===== config.mk =====
export PLATFORM = sky130hd
export DESIGN_NAME = swsid_core
export DESIGN_NICKNAME = d
export VERILOG_FILES = /design/src/logic/swsid_buf.v /design/src/logic/swsid_core.v
export VERILOG_INCLUDE_DIRS = /design/src /design/src/logic
export SDC_FILE = /design/constraint.sdc
export NUM_CORES = 1
export LEC_CHECK = 0
export ABC_CLOCK_PERIOD_IN_PS = 4500
export BUFFER_PORTS_ARGS = -buffer_cell sky130_fd_sc_hd__buf_4
export CORE_ASPECT_RATIO = 2
export CORE_MARGIN = 2
export CORE_UTILIZATION = 60
export CTS_BUF_LIST = sky130_fd_sc_hd__clkbuf_8 sky130_fd_sc_hd__clkbuf_16
export CTS_CLUSTER_DIAMETER = 50
export DETAILED_ROUTE_END_ITERATION = 12
export GPL_TIMING_DRIVEN = 1
export HOLD_SLACK_MARGIN = 0.08
export PLACE_DENSITY = 0.8
export SLEW_MARGIN = 20
export SYNTH_ARGS = -nofsm -noshare
export SYNTH_HDL_FRONTEND = slang
export SYNTH_HIERARCHICAL = 1
export SYNTH_SLANG_ARGS = --single-unit

===== constraint.sdc =====
create_clock -name clock -period 4.5 [get_ports clock]
set_clock_uncertainty 0.1 [all_clocks]
set_input_delay 0.45 -clock clock [delete_from_list [all_inputs] [get_ports clock]]
set_output_delay 0.45 -clock clock [all_outputs]
set_load 0.005 [all_outputs]

===== src/logic/swsid_map.vh =====
// Constants of the single-wire serial number slave: clock rate,
// line timing in microseconds, counter and byte widths and reset values.
// Assumes a 50 MHz core clock; included by the design files.
`ifndef SWSID_MAP_VH
`define SWSID_MAP_VH

// ----------------------------------------------------------------
// Clock
// ----------------------------------------------------------------
`define SWSID_CLK_MHZ 50

// ----------------------------------------------------------------
// Reset classification, microseconds
// ----------------------------------------------------------------
`define SWSID_RST_STD_US 480
`define SWSID_RST_OD_US 60
`define SWSID_RST_OD_MAX_US 80

// ----------------------------------------------------------------
// Presence answer, microseconds
// ----------------------------------------------------------------
`define SWSID_PDH_STD_US 30
`define SWSID_PDH_OD_US 3
`define SWSID_PDL_STD_US 120
`define SWSID_PDL_OD_US 12

// ----------------------------------------------------------------
// Slot timing, microseconds
// ----------------------------------------------------------------
`define SWSID_WSAMP_STD_US 30
`define SWSID_WSAMP_OD_US 4
`define SWSID_RHOLD_STD_US 30
`define SWSID_RHOLD_OD_US 4

// ----------------------------------------------------------------
// Widths and reset values
// ----------------------------------------------------------------
`define SWSID_CNT_W 16
`define SWSID_BYTE_W 8
`define SWSID_BIT_IDX_W 3
`define SWSID_LAST_BIT 3'h7
`define SWSID_RST_BYTE 8'h00

`endif


===== src/logic/swsid_buf.v =====
// Two-entry buffer with valid and ready on both sides.
// Assumes one clock and a synchronous active-high reset.
module swsid_buf #(
  parameter W = 8
) (
  // Clock and reset
  input wire clock,
  input wire rst,
  // Fill side
  input wire [W-1:0] in_data,
  input wire in_valid,
  output reg in_ready_q,
  // Drain side
  output reg [W-1:0] out_data_q,
  output reg out_valid_q,
  input wire out_ready
);

  reg [W-1:0] tail_q;
  reg [1:0] cnt_q;
  reg [1:0] cnt_d;
  wire push;
  wire pop;

  assign push = in_valid & in_ready_q;
  assign pop = out_valid_q & out_ready;

  always @* begin
    cnt_d = cnt_q;
    if (push & ~pop) begin
      cnt_d = cnt_q + 2'h1;
    end else if (pop & ~push) begin
      cnt_d = cnt_q - 2'h1;
    end
  end

  // ----------------------------------------------------------------
  // Storage: head is the output word itself, so no mux after flops
  // ----------------------------------------------------------------
  always @(posedge clock) begin
    if (rst) begin
      cnt_q <= 2'h0;
      in_ready_q <= 1'b1;
      out_valid_q <= 1'b0;
      out_data_q <= {W{1'b0}};
      tail_q <= {W{1'b0}};
    end else begin
      cnt_q <= cnt_d;
      in_ready_q <= (cnt_d != 2'h2);
      out_valid_q <= (cnt_d != 2'h0);
      if (pop && cnt_q == 2'h2) begin
        out_data_q <= tail_q;
      end else if (push && (cnt_q == 2'h0 || (pop && cnt_q == 2'h1))) begin
        out_data_q <= in_data;
      end
      if (push && ((cnt_q == 2'h1 && !pop) || (cnt_q == 2'h2 && pop))) begin
        tail_q <= in_data;
      end
    end
  end

endmodule


===== src/logic/swsid_core.v =====
// Bit-level slave logic of a single-wire, open-drain serial number
// device: reset and presence, write and read slots, two speeds.
// Assumes a 50 MHz clock, an external pull-up on the line and that
// command decoding and the ROM contents live in the user logic.
`include "swsid_map.vh"

module swsid_core #(
  parameter RST_STD_CYC = `SWSID_RST_STD_US * `SWSID_CLK_MHZ,
  parameter PDL_STD_CYC = `SWSID_PDL_STD_US * `SWSID_CLK_MHZ
) (
  // Clock and reset
  input wire clock,
  input wire rst,
  // Shared line, open drain
  input wire line_i,
  output reg line_o_q,
  output reg line_oe_n_q,
  // Speed control from command logic
  input wire od_enter,
  output reg od_q,
  // Events
  output reg reset_seen_q,
  output reg rx_drop_q,
  // Received bytes
  output wire [`SWSID_BYTE_W-1:0] rx_data,
  output wire rx_valid,
  input wire rx_ready,
  // Bytes to return in read slots
  input wire [`SWSID_BYTE_W-1:0] tx_data,
  input wire tx_valid,
  output reg tx_ready_q
);

  // ----------------------------------------------------------------
  // Cycle counts
  // ----------------------------------------------------------------
  // Products are integers; the counters keep only their low bits
  localparam integer RST_OD_N = `SWSID_RST_OD_US * `SWSID_CLK_MHZ;
  localparam integer PDH_STD_N = `SWSID_PDH_STD_US * `SWSID_CLK_MHZ;
  localparam integer PDH_OD_N = `SWSID_PDH_OD_US * `SWSID_CLK_MHZ;
  localparam integer PDL_OD_N = `SWSID_PDL_OD_US * `SWSID_CLK_MHZ;
  localparam integer WSAMP_STD_N = `SWSID_WSAMP_STD_US * `SWSID_CLK_MHZ;
  localparam integer WSAMP_OD_N = `SWSID_WSAMP_OD_US * `SWSID_CLK_MHZ;
  localparam integer RHOLD_STD_N = `SWSID_RHOLD_STD_US * `SWSID_CLK_MHZ;
  localparam integer RHOLD_OD_N = `SWSID_RHOLD_OD_US * `SWSID_CLK_MHZ;
  localparam [`SWSID_CNT_W-1:0] RST_STD = RST_STD_CYC[`SWSID_CNT_W-1:0];
  localparam [`SWSID_CNT_W-1:0] RST_OD = RST_OD_N[`SWSID_CNT_W-1:0];
  localparam [`SWSID_CNT_W-1:0] PDH_STD = PDH_STD_N[`SWSID_CNT_W-1:0];
  localparam [`SWSID_CNT_W-1:0] PDH_OD = PDH_OD_N[`SWSID_CNT_W-1:0];
  localparam [`SWSID_CNT_W-1:0] PDL_STD = PDL_STD_CYC[`SWSID_CNT_W-1:0];
  localparam [`SWSID_CNT_W-1:0] PDL_OD = PDL_OD_N[`SWSID_CNT_W-1:0];
  localparam [`SWSID_CNT_W-1:0] WSAMP_STD = WSAMP_STD_N[`SWSID_CNT_W-1:0];
  localparam [`SWSID_CNT_W-1:0] WSAMP_OD = WSAMP_OD_N[`SWSID_CNT_W-1:0];
  localparam [`SWSID_CNT_W-1:0] RHOLD_STD = RHOLD_STD_N[`SWSID_CNT_W-1:0];
  localparam [`SWSID_CNT_W-1:0] RHOLD_OD = RHOLD_OD_N[`SWSID_CNT_W-1:0];

  // ----------------------------------------------------------------
  // States
  // ----------------------------------------------------------------
  localparam [1:0] ST_IDLE = 2'h0;
  localparam [1:0] ST_LOW = 2'h1;
  localparam [1:0] ST_PDH = 2'h2;
  localparam [1:0] ST_PDL = 2'h3;

  // Speed-dependent count selection, used for every waveform
  function [`SWSID_CNT_W-1:0] pick;
    input od;
    input [`SWSID_CNT_W-1:0] std_cnt;
    input [`SWSID_CNT_W-1:0] od_cnt;
    begin
      pick = od ? od_cnt : std_cnt;
    end
  endfunction

  reg [2:0] sync_q;
  reg lvl_q;
  reg lvl_prev_q;
  reg [1:0] st_q;
  reg [`SWSID_CNT_W-1:0] cnt_q;
  reg [`SWSID_BYTE_W-1:0] rx_sh_q;
  reg [`SWSID_BIT_IDX_W-1:0] rx_idx_q;
  reg [`SWSID_BYTE_W-1:0] tx_sh_q;
  reg [`SWSID_BIT_IDX_W-1:0] tx_idx_q;
  reg tx_busy_q;
  reg [`SWSID_BYTE_W-1:0] push_data_q;
  reg push_q;
  wire buf_ready;
  wire fall;
  wire rise;

  // ----------------------------------------------------------------
  // Line input: three flops, a change counts when two agree
  // ----------------------------------------------------------------
  always @(posedge clock) begin
    if (rst) begin
      sync_q <= 3'h7;
      lvl_q <= 1'b1;
      lvl_prev_q <= 1'b1;
    end else begin
      sync_q <= {sync_q[1:0], line_i};
      if (sync_q[1] == sync_q[2]) begin
        lvl_q <= sync_q[2];
      end
      lvl_prev_q <= lvl_q;
    end
  end

  // Slots only ever open on the master's falling edge
  assign fall = lvl_prev_q & ~lvl_q;
  assign rise = ~lvl_prev_q & lvl_q;

  // ----------------------------------------------------------------
  // Slot and reset sequencer
  // ----------------------------------------------------------------
  always @(posedge clock) begin
    if (rst) begin
      // Power-up presence: allowed before the master's first access
      st_q <= ST_PDH;
      cnt_q <= {`SWSID_CNT_W{1'b0}};
      od_q <= 1'b0;
      line_o_q <= 1'b0;
      line_oe_n_q <= 1'b1;
      reset_seen_q <= 1'b0;
      rx_drop_q <= 1'b0;
      rx_sh_q <= `SWSID_RST_BYTE;
      rx_idx_q <= {`SWSID_BIT_IDX_W{1'b0}};
      tx_sh_q <= `SWSID_RST_BYTE;
      tx_idx_q <= {`SWSID_BIT_IDX_W{1'b0}};
      tx_busy_q <= 1'b0;
      tx_ready_q <= 1'b0;
      push_q <= 1'b0;
      push_data_q <= `SWSID_RST_BYTE;
    end else begin
      reset_seen_q <= 1'b0;
      rx_drop_q <= 1'b0;
      line_o_q <= 1'b0;
      if (push_q && buf_ready) begin
        push_q <= 1'b0;
      end
      if (tx_valid && tx_ready_q) begin
        tx_sh_q <= tx_data;
        tx_idx_q <= {`SWSID_BIT_IDX_W{1'b0}};
        tx_busy_q <= 1'b1;
        tx_ready_q <= 1'b0;
      end else begin
        tx_ready_q <= ~tx_busy_q & (st_q == ST_IDLE);
      end
      case (st_q)
        ST_IDLE: begin
          cnt_q <= {`SWSID_CNT_W{1'b0}};
          if (od_enter) begin
            od_q <= 1'b1;
          end
          if (fall) begin
            st_q <= ST_LOW;
            // A pending zero is driven from the slot start
            if (tx_busy_q && !tx_sh_q[0]) begin
              line_oe_n_q <= 1'b0;
            end
          end
        end
        ST_LOW: begin
          if (cnt_q != {`SWSID_CNT_W{1'b1}}) begin
            cnt_q <= cnt_q + 16'h0001;
          end
          if (!line_oe_n_q && cnt_q == pick(od_q, RHOLD_STD, RHOLD_OD)) begin
            line_oe_n_q <= 1'b1;
          end
          // Write bit taken once, past any write-one low time
          if (!tx_busy_q && cnt_q == pick(od_q, WSAMP_STD, WSAMP_OD)) begin
            rx_sh_q <= {lvl_q, rx_sh_q[`SWSID_BYTE_W-1:1]};
            rx_idx_q <= rx_idx_q + 3'h1;
            if (rx_idx_q == `SWSID_LAST_BIT) begin
              if (push_q && !buf_ready) begin
                rx_drop_q <= 1'b1;
              end else begin
                push_q <= 1'b1;
                push_data_q <= {lvl_q, rx_sh_q[`SWSID_BYTE_W-1:1]};
              end
            end
            // Master already let go: a write-one slot ends at the sample
            if (lvl_q) begin
              st_q <= ST_IDLE;
              cnt_q <= {`SWSID_CNT_W{1'b0}};
            end
          end
          // An early rise in a write slot waits for the sample point
          if (rise && line_oe_n_q &&
              (tx_busy_q || cnt_q > pick(od_q, WSAMP_STD, WSAMP_OD))) begin
            cnt_q <= {`SWSID_CNT_W{1'b0}};
            if (cnt_q >= pick(od_q, RST_STD, RST_OD)) begin
              // Reset: bit state dropped, speed kept or cleared
              st_q <= ST_PDH;
              reset_seen_q <= 1'b1;
              rx_idx_q <= {`SWSID_BIT_IDX_W{1'b0}};
              tx_busy_q <= 1'b0;
              if (cnt_q >= RST_STD) begin
                od_q <= 1'b0;
              end
            end else begin
              st_q <= ST_IDLE;
              if (tx_busy_q) begin
                tx_sh_q <= {1'b0, tx_sh_q[`SWSID_BYTE_W-1:1]};
                tx_idx_q <= tx_idx_q + 3'h1;
                if (tx_idx_q == `SWSID_LAST_BIT) begin
                  tx_busy_q <= 1'b0;
                end
              end
            end
          end
        end
        ST_PDH: begin
          cnt_q <= cnt_q + 16'h0001;
          if (fall) begin
            // Master cut the wait short; treat as a new low period
            st_q <= ST_LOW;
            cnt_q <= {`SWSID_CNT_W{1'b0}};
          end else if (cnt_q == pick(od_q, PDH_STD, PDH_OD)) begin
            st_q <= ST_PDL;
            cnt_q <= {`SWSID_CNT_W{1'b0}};
            line_oe_n_q <= 1'b0;
          end
        end
        ST_PDL: begin
          cnt_q <= cnt_q + 16'h0001;
          if (cnt_q == pick(od_q, PDL_STD, PDL_OD)) begin
            st_q <= ST_IDLE;
            line_oe_n_q <= 1'b1;
            cnt_q <= {`SWSID_CNT_W{1'b0}};
          end
        end
        default: begin
          st_q <= ST_IDLE;
          line_oe_n_q <= 1'b1;
        end
      endcase
    end
  end

  // ----------------------------------------------------------------
  // Received bytes: a stalled reader costs no byte while room lasts
  // ----------------------------------------------------------------
  swsid_buf #(
    .W(`SWSID_BYTE_W)
  ) u_rx_buf (
    .clock(clock),
    .rst(rst),
    .in_data(push_data_q),
    .in_valid(push_q),
    .in_ready_q(buf_ready),
    .out_data_q(rx_data),
    .out_valid_q(rx_valid),
    .out_ready(rx_ready)
  );

endmodule


==> flow_metrics.py, run 1 <==
metrics = {
    "status": {
        "status": "completed",
    },
    "cts": {
        "cts_buffer_depth": 2,
        "cts_root_buf": "clkbuf_16",
        "postCtsSetupRepairBufs": 0,
        "tritoncts": "done",
        "htreeDepth": 3,
        "cts_hold_buffers": 0,
        "clk_pin_slew_ns": 0.06,
        "clkLatencyLatePin_ns": 0.33,
        "cts.sinks": 79,
        "cts_buffers": 9,
        "cts-resized-gates": 0,
    },
    "worst_setup_path": {
        "critPathLaunchType": "flip-flop",
        "worstReg2RegStart": "od_q",
        "crit_buf_inv": 1,
        "critPathMaxFanout": 13,
        "critPathLaunch": "od_q",
        "crit_top_cell": "o22ai_1",
        "critical_path_required_ns": 4.58,
        "cpMaxStageDelayCell": "dfxtp_1",
        "crit_path_cell_trace": "inv_1 > ha_1 > nor4_1 > nor4bb_1 > o22ai_1 > o21ai_2 > o22ai_1",
        "path_class": "flip-flop to flip-flop",
        "slowest_delay_ns": 0.59,
        "cp_top_family": "compound AO/OA/AOI/OAI gates",
        "end_kind": "flip-flop",
        "cp.arrival_ns": 3.24,
    },
    "power": {
        "vdd_ir_drop_max_uv": 361,
        "power.density_nw_per_um2": 366,
        "power_leakage_nw": 1.86,
    },
    "place": {
        "gp_congestion": 0.927,
        "dp_hpwl_mm": 5.90,
        "port_buffers": 27,
        "post-place-cells": 520,
        "dp_slack_ns": 1.38,
    },
    "sta": {
        "post-route-period-util_pct": 70.2,
        "hold_violations": 0,
        "max_freq_ghz": 0.317,
        "rsz0062_at_grt": "false",
        "max-slew-margin-rel_pct": 55.6,
        "tightestPinTransition_ns": 0.661,
        "final_max_slew_viol_count": 0,
        "layout_min_cycle_time_ns": 3.16,
        "fin_tns_setup_ns": 0,
        "setup_viol_count_final": 0,
        "holdWs_ns": 0.199,
        "fin_ws_ns": 1.34,
    },
    "route": {
        "viasPerCell": 5.88,
        "routed_wl_mm": 8.21,
        "drt_iter0_drc": 190,
        "ant_nets": 0,
        "drt_pre_antenna_iters": 5,
        "vias": 3150,
        "post_drt_wl_per_cell_um": 15.3,
        "route.detailed.drc": 0,
    },
    "synthesis": {
        "synth.distinct_cells": 60,
        "yosys_warnings": 6,
        "synth.avg_cell_area_um2": 9.10,
        "postSynthCellCount": 426,
        "synth_ff_type": "dfxtp_1",
        "ys_seq_area_share_pct": 40.8,
        "synth_edf_count": 0,
        "synthArstFlopShare_pct": 0,
        "synth.cell_area_um2": 3870,
        "synth_nets": 460,
        "synth_seq_cells": 79,
    },
    "global_routing": {
        "grt_pass1_vias": 3025,
        "grt_pass1_wl_mm": 13.5,
        "grtUsageTotal_pct": 24.6,
        "grt_max_degree": 55,
        "overflow": 0,
        "antenna_found_initial": 0,
    },
    "job": {
        "maxCapViolCount": 0,
    },
    "floorplan": {
        "core_um2": 6260,
        "pin_count": 29,
        "rows": 41,
        "fp.dieH_um": 118,
        "initial_core_util_pct": 61.9,
        "dieArea_um2": 7160,
        "die_w_um": 60.8,
    },
    "final_layout": {
        "antenna_cells": 0,
        "nets": 479,
        "final_cells": 536,
        "mostFrequentLayoutCell": "dfxtp_1",
        "syn_to_final_growth_pct": 13.1,
        "fill_cells": 536,
        "drive_gt1_share_pct": 14.2,
        "mostFrequentLayoutCells": "79 x dfxtp_1, 43 x nor2_1, 39 x mux2i_1",
    },
    "worst_hold_path": {
        "worstHoldStart": "line_i",
        "hold_class": "input port to flip-flop",
    },
}
[through the flow]
stage	power, W	area, µm²	utilization [%]
final	0.00160	4380	70.1
after global routing	0.00167	4380	70.1
after floorplan	0.000866	3870	-
after global placement	0.000905	4090	65.4
after detailed placement	0.000910	4090	65.4
after CTS	0.00162	4380	70.1
[logic make-up (layout without fill, tap and decap cells)]
| kind of cell | Yosys count | after routing | share of synthesized area (%) |
|---|---|---|---|
| buffers and inverters | 34 | 58 | 4.07 |
| flip-flops | 79 | 79 | 40.8 |
| adder cells (fa/ha/maj) | 20 | 20 | 6.46 |
| other | 1 | 1 | 0.0968 |
| AO/OA/AOI/OAI | 80 | 80 | 13.8 |
| AND/OR/NAND/NOR | 159 | 159 | 21.5 |
| multiplexers | 40 | 40 | 10.4 |
| XOR/XNOR | 13 | 13 | 2.94 |
[Yosys cell counts, drive strengths merged (2+ instances only)]
library cell | number | area, µm²
dfxtp | 79 | 1580
nor2 | 44 | 173
mux2i | 39 | 390
nand2 | 37 | 141
o21ai | 22 | 114
nor3 | 21 | 110
ha | 20 | 250
a21oi | 18 | 90.1
inv | 13 | 48.8
clkbuf | 12 | 45.0
nand3 | 12 | 65.1
buf | 9 | 63.8
xnor2 | 9 | 78.8
a31o | 8 | 70.1
o22ai | 8 | 50.1
and3 | 7 | 43.8
nand3b | 7 | 52.6
nand4 | 7 | 50.1
a21o | 4 | 30.0
xor2 | 4 | 35.0
and2 | 3 | 18.8
nand2b | 3 | 18.8
nand4b | 3 | 26.3
nor4 | 3 | 18.8
or2 | 3 | 18.8
a211o | 2 | 17.5
a211oi | 2 | 15.0
a311oi | 2 | 17.5
a31oi | 2 | 18.8
nor4b | 2 | 38.8
o2111ai | 2 | 17.5
o211a | 2 | 20.0
or3 | 2 | 12.5
[flip-flops by register name (all words and copies together) (netlist names), 2 cells and up]
name,flops
cnt_q,16
push_data_q,8
tx_sh_q,8
u_rx_buf/out_data_q,8
u_rx_buf/tail_q,8
rx_sh_q,7
rx_idx_q,3
sync_q,3
tx_idx_q,3
st_q,2
u_rx_buf/cnt_q,2
[power by group]
group | switching [W] | internal, W | total, W
sequential | 0.0000314 | 0.000719 | 0.000751
combinational | 0.0000815 | 0.0000625 | 0.000144
clock | 0.000271 | 0.000437 | 0.000708
total | 0.000383 | 0.00122 | 0.00160
[per-layer routing]
metal	vias up	track usage (%)	share of wire, %
li1	1571	-	-
met1	1489	25.5	39
met5	-	0	0
met2	66	42.1	54
met4	0	14.3	4.3
met3	24	6.26	3.4
[cell type report]
type                       instances  area, µm²  share of cell area (%)
multi-input combinational        313       2140                    48.7
sequential                        79       1580                    36.1
clock buffer                      10        239                    5.45
timing repair buffer              29        218                    4.97
tap                               86        108                    2.45
clock inverter                     6       53.8                    1.23
inverter                          13       48.8                    1.11
[worst paths after layout]
kind	endpoint	slack [ns]	cells past startpoint
min	sync_q[0]	0.20	2
max reg2reg	cnt_q[4]	1.34	7
max	cnt_q[4]	1.34	7
min reg2reg	sync_q[1]	0.31	1
Power figures use the tool's default switching activity.
==> run 2: changes to the inputs <==
--- a/config.mk
+++ b/config.mk
@@ -6,7 +6,8 @@
 export SDC_FILE = /design/constraint.sdc
 export NUM_CORES = 1
 export LEC_CHECK = 0
-export ABC_CLOCK_PERIOD_IN_PS = 4500
+export ABC_AREA = 1
+export ABC_CLOCK_PERIOD_IN_PS = 3100
 export BUFFER_PORTS_ARGS = -buffer_cell sky130_fd_sc_hd__buf_4
 export CORE_ASPECT_RATIO = 2
 export CORE_MARGIN = 2
@@ -16,7 +17,7 @@
 export DETAILED_ROUTE_END_ITERATION = 12
 export GPL_TIMING_DRIVEN = 1
 export HOLD_SLACK_MARGIN = 0.08
-export PLACE_DENSITY = 0.8
+export PLACE_DENSITY = 0.79
 export SLEW_MARGIN = 20
 export SYNTH_ARGS = -nofsm -noshare
 export SYNTH_HDL_FRONTEND = slang
==> constraint.sdc (replaced) <==
create_clock -name clock -period 3.1 [get_ports clock]
set_clock_uncertainty 0.1 [all_clocks]
set_input_delay 0.31 -clock clock [delete_from_list [all_inputs] [get_ports clock]]
set_output_delay 0.31 -clock clock [all_outputs]
set_load 0.005 [all_outputs]
==> run 2 against run 1 <==
Count of clock-buffer cells in the layout fell by 1. Fmax rose by 24%. Flip-flop and latch count did not move. Final cell count rose by 49%. Critical endpoint is now push_data_q[0]. Sequential power rose by 58%. Combinational power rose to 5.1 times the previous value. Non-clock buffer count rose by 1. Clock power rose by 50%. First-iteration DRC count rose by 90%. Largest power group unchanged.
==> flow_metrics.py, run 2 <==
metrics = {
    "status": {
        "status": "completed",
    },
    "floorplan": {
        "fp.dieH_um": 128,
        "rows": 45,
        "pin_count": 29,
        "die_w_um": 65.9,
        "initial_core_util_pct": 61.4,
        "dieArea_um2": 8420,
        "core_um2": 7490,
    },
    "synthesis": {
        "synth_seq_cells": 79,
        "synth_edf_count": 0,
        "synth_ff_type": "dfxtp_1",
        "ys_seq_area_share_pct": 34.4,
        "yosysMostFrequentCell": "nand2_1",
        "yosys-top-cells-count": "179 x nand2_1, 94 x nor2_1, 79 x dfxtp_1",
        "postSynthCellCount": 681,
        "synth_top_area_share_pct": 34.4,
        "synthArstFlopShare_pct": 0,
        "synth.cell_area_um2": 4600,
        "synth_nets": 715,
        "synth.distinct_cells": 41,
        "synth_top_area_cell": "dfxtp_1",
        "synth.avg_cell_area_um2": 6.75,
        "synth_area_leaders": "dfxtp_1 34%, nand2_1 15%, nor2_1 7.7%",
        "yosys_warnings": 6,
    },
    "worst_setup_path": {
        "critPathLaunchType": "flip-flop",
        "worst-r2r-cell-count": 13,
        "crit_top_cell": "nor2_4",
        "crit_buf_inv": 3,
        "end_kind": "flip-flop",
        "cpMaxStageDelayCell": "ha_1",
        "cp.arrival_ns": 2.68,
        "critical_path_required_ns": 3.24,
        "slowest_delay_ns": 0.35,
        "critPathLaunch": "od_q",
        "critPathMaxFanout": 12,
        "cp_top_family": "simple AND/OR/NAND/NOR gates",
        "path_class": "flip-flop to flip-flop",
        "r2r-end": "push_data_q[0]",
        "worstReg2RegStart": "od_q",
        "cp.depth": 13,
        "crit_path_cell_trace": "buf_4 > ha_1 > inv_2 > nor2_2 > nand2_1 > nor2_4 > nand3_4 > nor2_4 > nand2_4 > nor2_4 > inv_1 > nor2_1 > nor2_1",
        "rrSetupSlack_ns": 0.56,
        "setup.worst_path.end": "push_data_q[0]",
    },
    "route": {
        "ant_nets": 0,
        "routed_wl_mm": 10.5,
        "post_drt_wl_per_cell_um": 13.2,
        "route.detailed.drc": 0,
        "drt_iter0_drc": 361,
        "vias": 4344,
        "viasPerCell": 5.44,
        "drt_pre_antenna_iters": 5,
    },
    "sta": {
        "hold_violations": 0,
        "final_max_slew_viol_count": 0,
        "layout_min_cycle_time_ns": 2.54,
        "max_freq_ghz": 0.394,
        "fin_tns_setup_ns": 0,
        "max-slew-margin-rel_pct": 49.4,
        "setup_viol_count_final": 0,
        "tightestPinTransition_ns": 0.758,
        "rsz0062_at_grt": "false",
        "post-route-period-util_pct": 81.9,
    },
    "power": {
        "switchingPower_w": 0.000998,
        "power_frac_comb_pct": 24.7,
        "power.density_nw_per_um2": 587,
        "netSwitchingFraction_pct": 33.5,
        "clkPwrFrac_pct": 35.5,
        "pwr-share-seq_pct": 39.7,
        "vdd_ir_drop_max_uv": 589,
        "intPower_w": 0.00198,
        "power_leakage_nw": 2.42,
    },
    "cts": {
        "clkLatencyLatePin_ns": 0.35,
        "tritoncts": "done",
        "cts.sinks": 79,
        "cts_buffer_depth": 2,
        "cts_root_buf": "clkbuf_16",
        "htreeDepth": 3,
        "clk_pin_slew_ns": 0.06,
        "cts_buffers": 9,
    },
    "global_routing": {
        "grt_max_degree": 36,
        "overflow": 0,
        "grtUsageTotal_pct": 26.9,
        "grt_pass1_wl_mm": 17.8,
        "antenna_found_initial": 0,
        "grt_pass1_vias": 3963,
    },
    "final_layout": {
        "syn_to_final_growth_pct": 10.6,
        "antenna_cells": 0,
        "largest_register_ffs": 16,
        "nets": 733,
        "drive_gt1_share_pct": 13.2,
        "mostFrequentLayoutCell": "nand2_1",
        "final_util_pct": 67.9,
        "regMostFlops": "cnt_q",
        "mostFrequentLayoutCells": "179 x nand2_1, 94 x nor2_1, 79 x dfxtp_1",
    },
    "job": {
        "maxCapViolCount": 0,
    },
    "place": {
        "gp_congestion": 0.987,
        "dp_hpwl_mm": 7.50,
        "port_buffers": 27,
    },
    "worst_hold_path": {
        "hold_class": "input port to flip-flop",
    },
}
[run 2: changes by cell type after synthesis, moves of 22 or more]
cell | previous run | this run
nand2_1 | 36 | 179
inv_1 | 13 | 75
nand3_1 | 11 | 41
mux2i_1 | 39 | 0
a21oi_1 | 18 | 40
nor2_1 | 43 | 94
[run 2: worst min path at each step]
| stage | depth (start not counted) | startpoint | endpoint |
|---|---|---|---|
| 3_3_place_gp | 1 | sync_q[0] | sync_q[1] |
| 5_1_grt | 3 | tx_data[7] | tx_sh_q[7] |
| 4_1_cts | 3 | tx_data[7] | tx_sh_q[7] |
| 2_1_floorplan | 1 | sync_q[0] | sync_q[1] |
| 6_report | 3 | tx_data[7] | tx_sh_q[7] |
| 3_5_place_dp | 1 | sync_q[0] | sync_q[1] |
[run 2: worst min-delay path, cell delays in order]
cell	delay [ns]
buf_4	0.08
o2111ai_1	0.12
inv_1	0.07
[run 2: logic make-up (layout without fill, tap and decap cells)]
kind of cell,after synthesis,after routing,synth area share [%]
AO/OA/AOI/OAI,83,83,9.83
XOR/XNOR,7,7,1.33
adder cells (fa/ha/maj),20,20,5.45
buffers and inverters,107,130,10.3
flip-flops,79,79,34.4
other,1,1,0.0816
AND/OR/NAND/NOR,384,384,38.6
[run 2: layout make-up]
type                       instances  area, µm²
clock inverter                     7       71.3
multi-input combinational        495       2540
clock buffer                       9        225
fill                             712       2400
inverter                          84        319
sequential                        79       1580
tap                               94        118
timing repair buffer              30        228
[run 2: power by group through the flow]
stage / clock (W) / combinational (W) / sequential, W
floorplan: 0 / 0.000564 / 0.00118
global placement: 0 / 0.000718 / 0.00120
detailed placement: 0 / 0.000731 / 0.00120
CTS: 0.00107 / 0.000738 / 0.00118
global route: 0.00112 / 0.000847 / 0.00120
finish: 0.00106 / 0.000738 / 0.00119
[run 2: repair_timing]
item / in CTS / in global routing
hold buffers: 1 / 0
setup buffers: 0 / 0
resized for setup: 0 / 0
hold endpoints to repair: 1 / 0
[run 2: per-layer routing]
layer	vias up	part of all wire, %	track usage, %
met4	0	2.5	12.4
met3	21	4.9	4.48
met1	1979	46	35.9
met2	128	46	41.9
met5	-	0	0
li1	2216	-	-
[run 2: through the flow]
| stage | cells | hold WS (ns) | power, W | setup WS (ns) | instance area (µm²) |
|---|---|---|---|---|---|
| after floorplan | 681 | 0.289 | 0.00174 | 0.973 | 4600 |
| after global placement | 781 | 0.306 | 0.00192 | 0.654 | 4780 |
| after detailed placement | 781 | 0.305 | 0.00193 | 0.568 | 4780 |
| after CTS | 798 | 0.176 | 0.00300 | 0.567 | 5080 |
| after global routing | 798 | 0.191 | 0.00316 | 0.350 | 5080 |
| final | 798 | 0.168 | 0.00298 | 0.560 | 5080 |
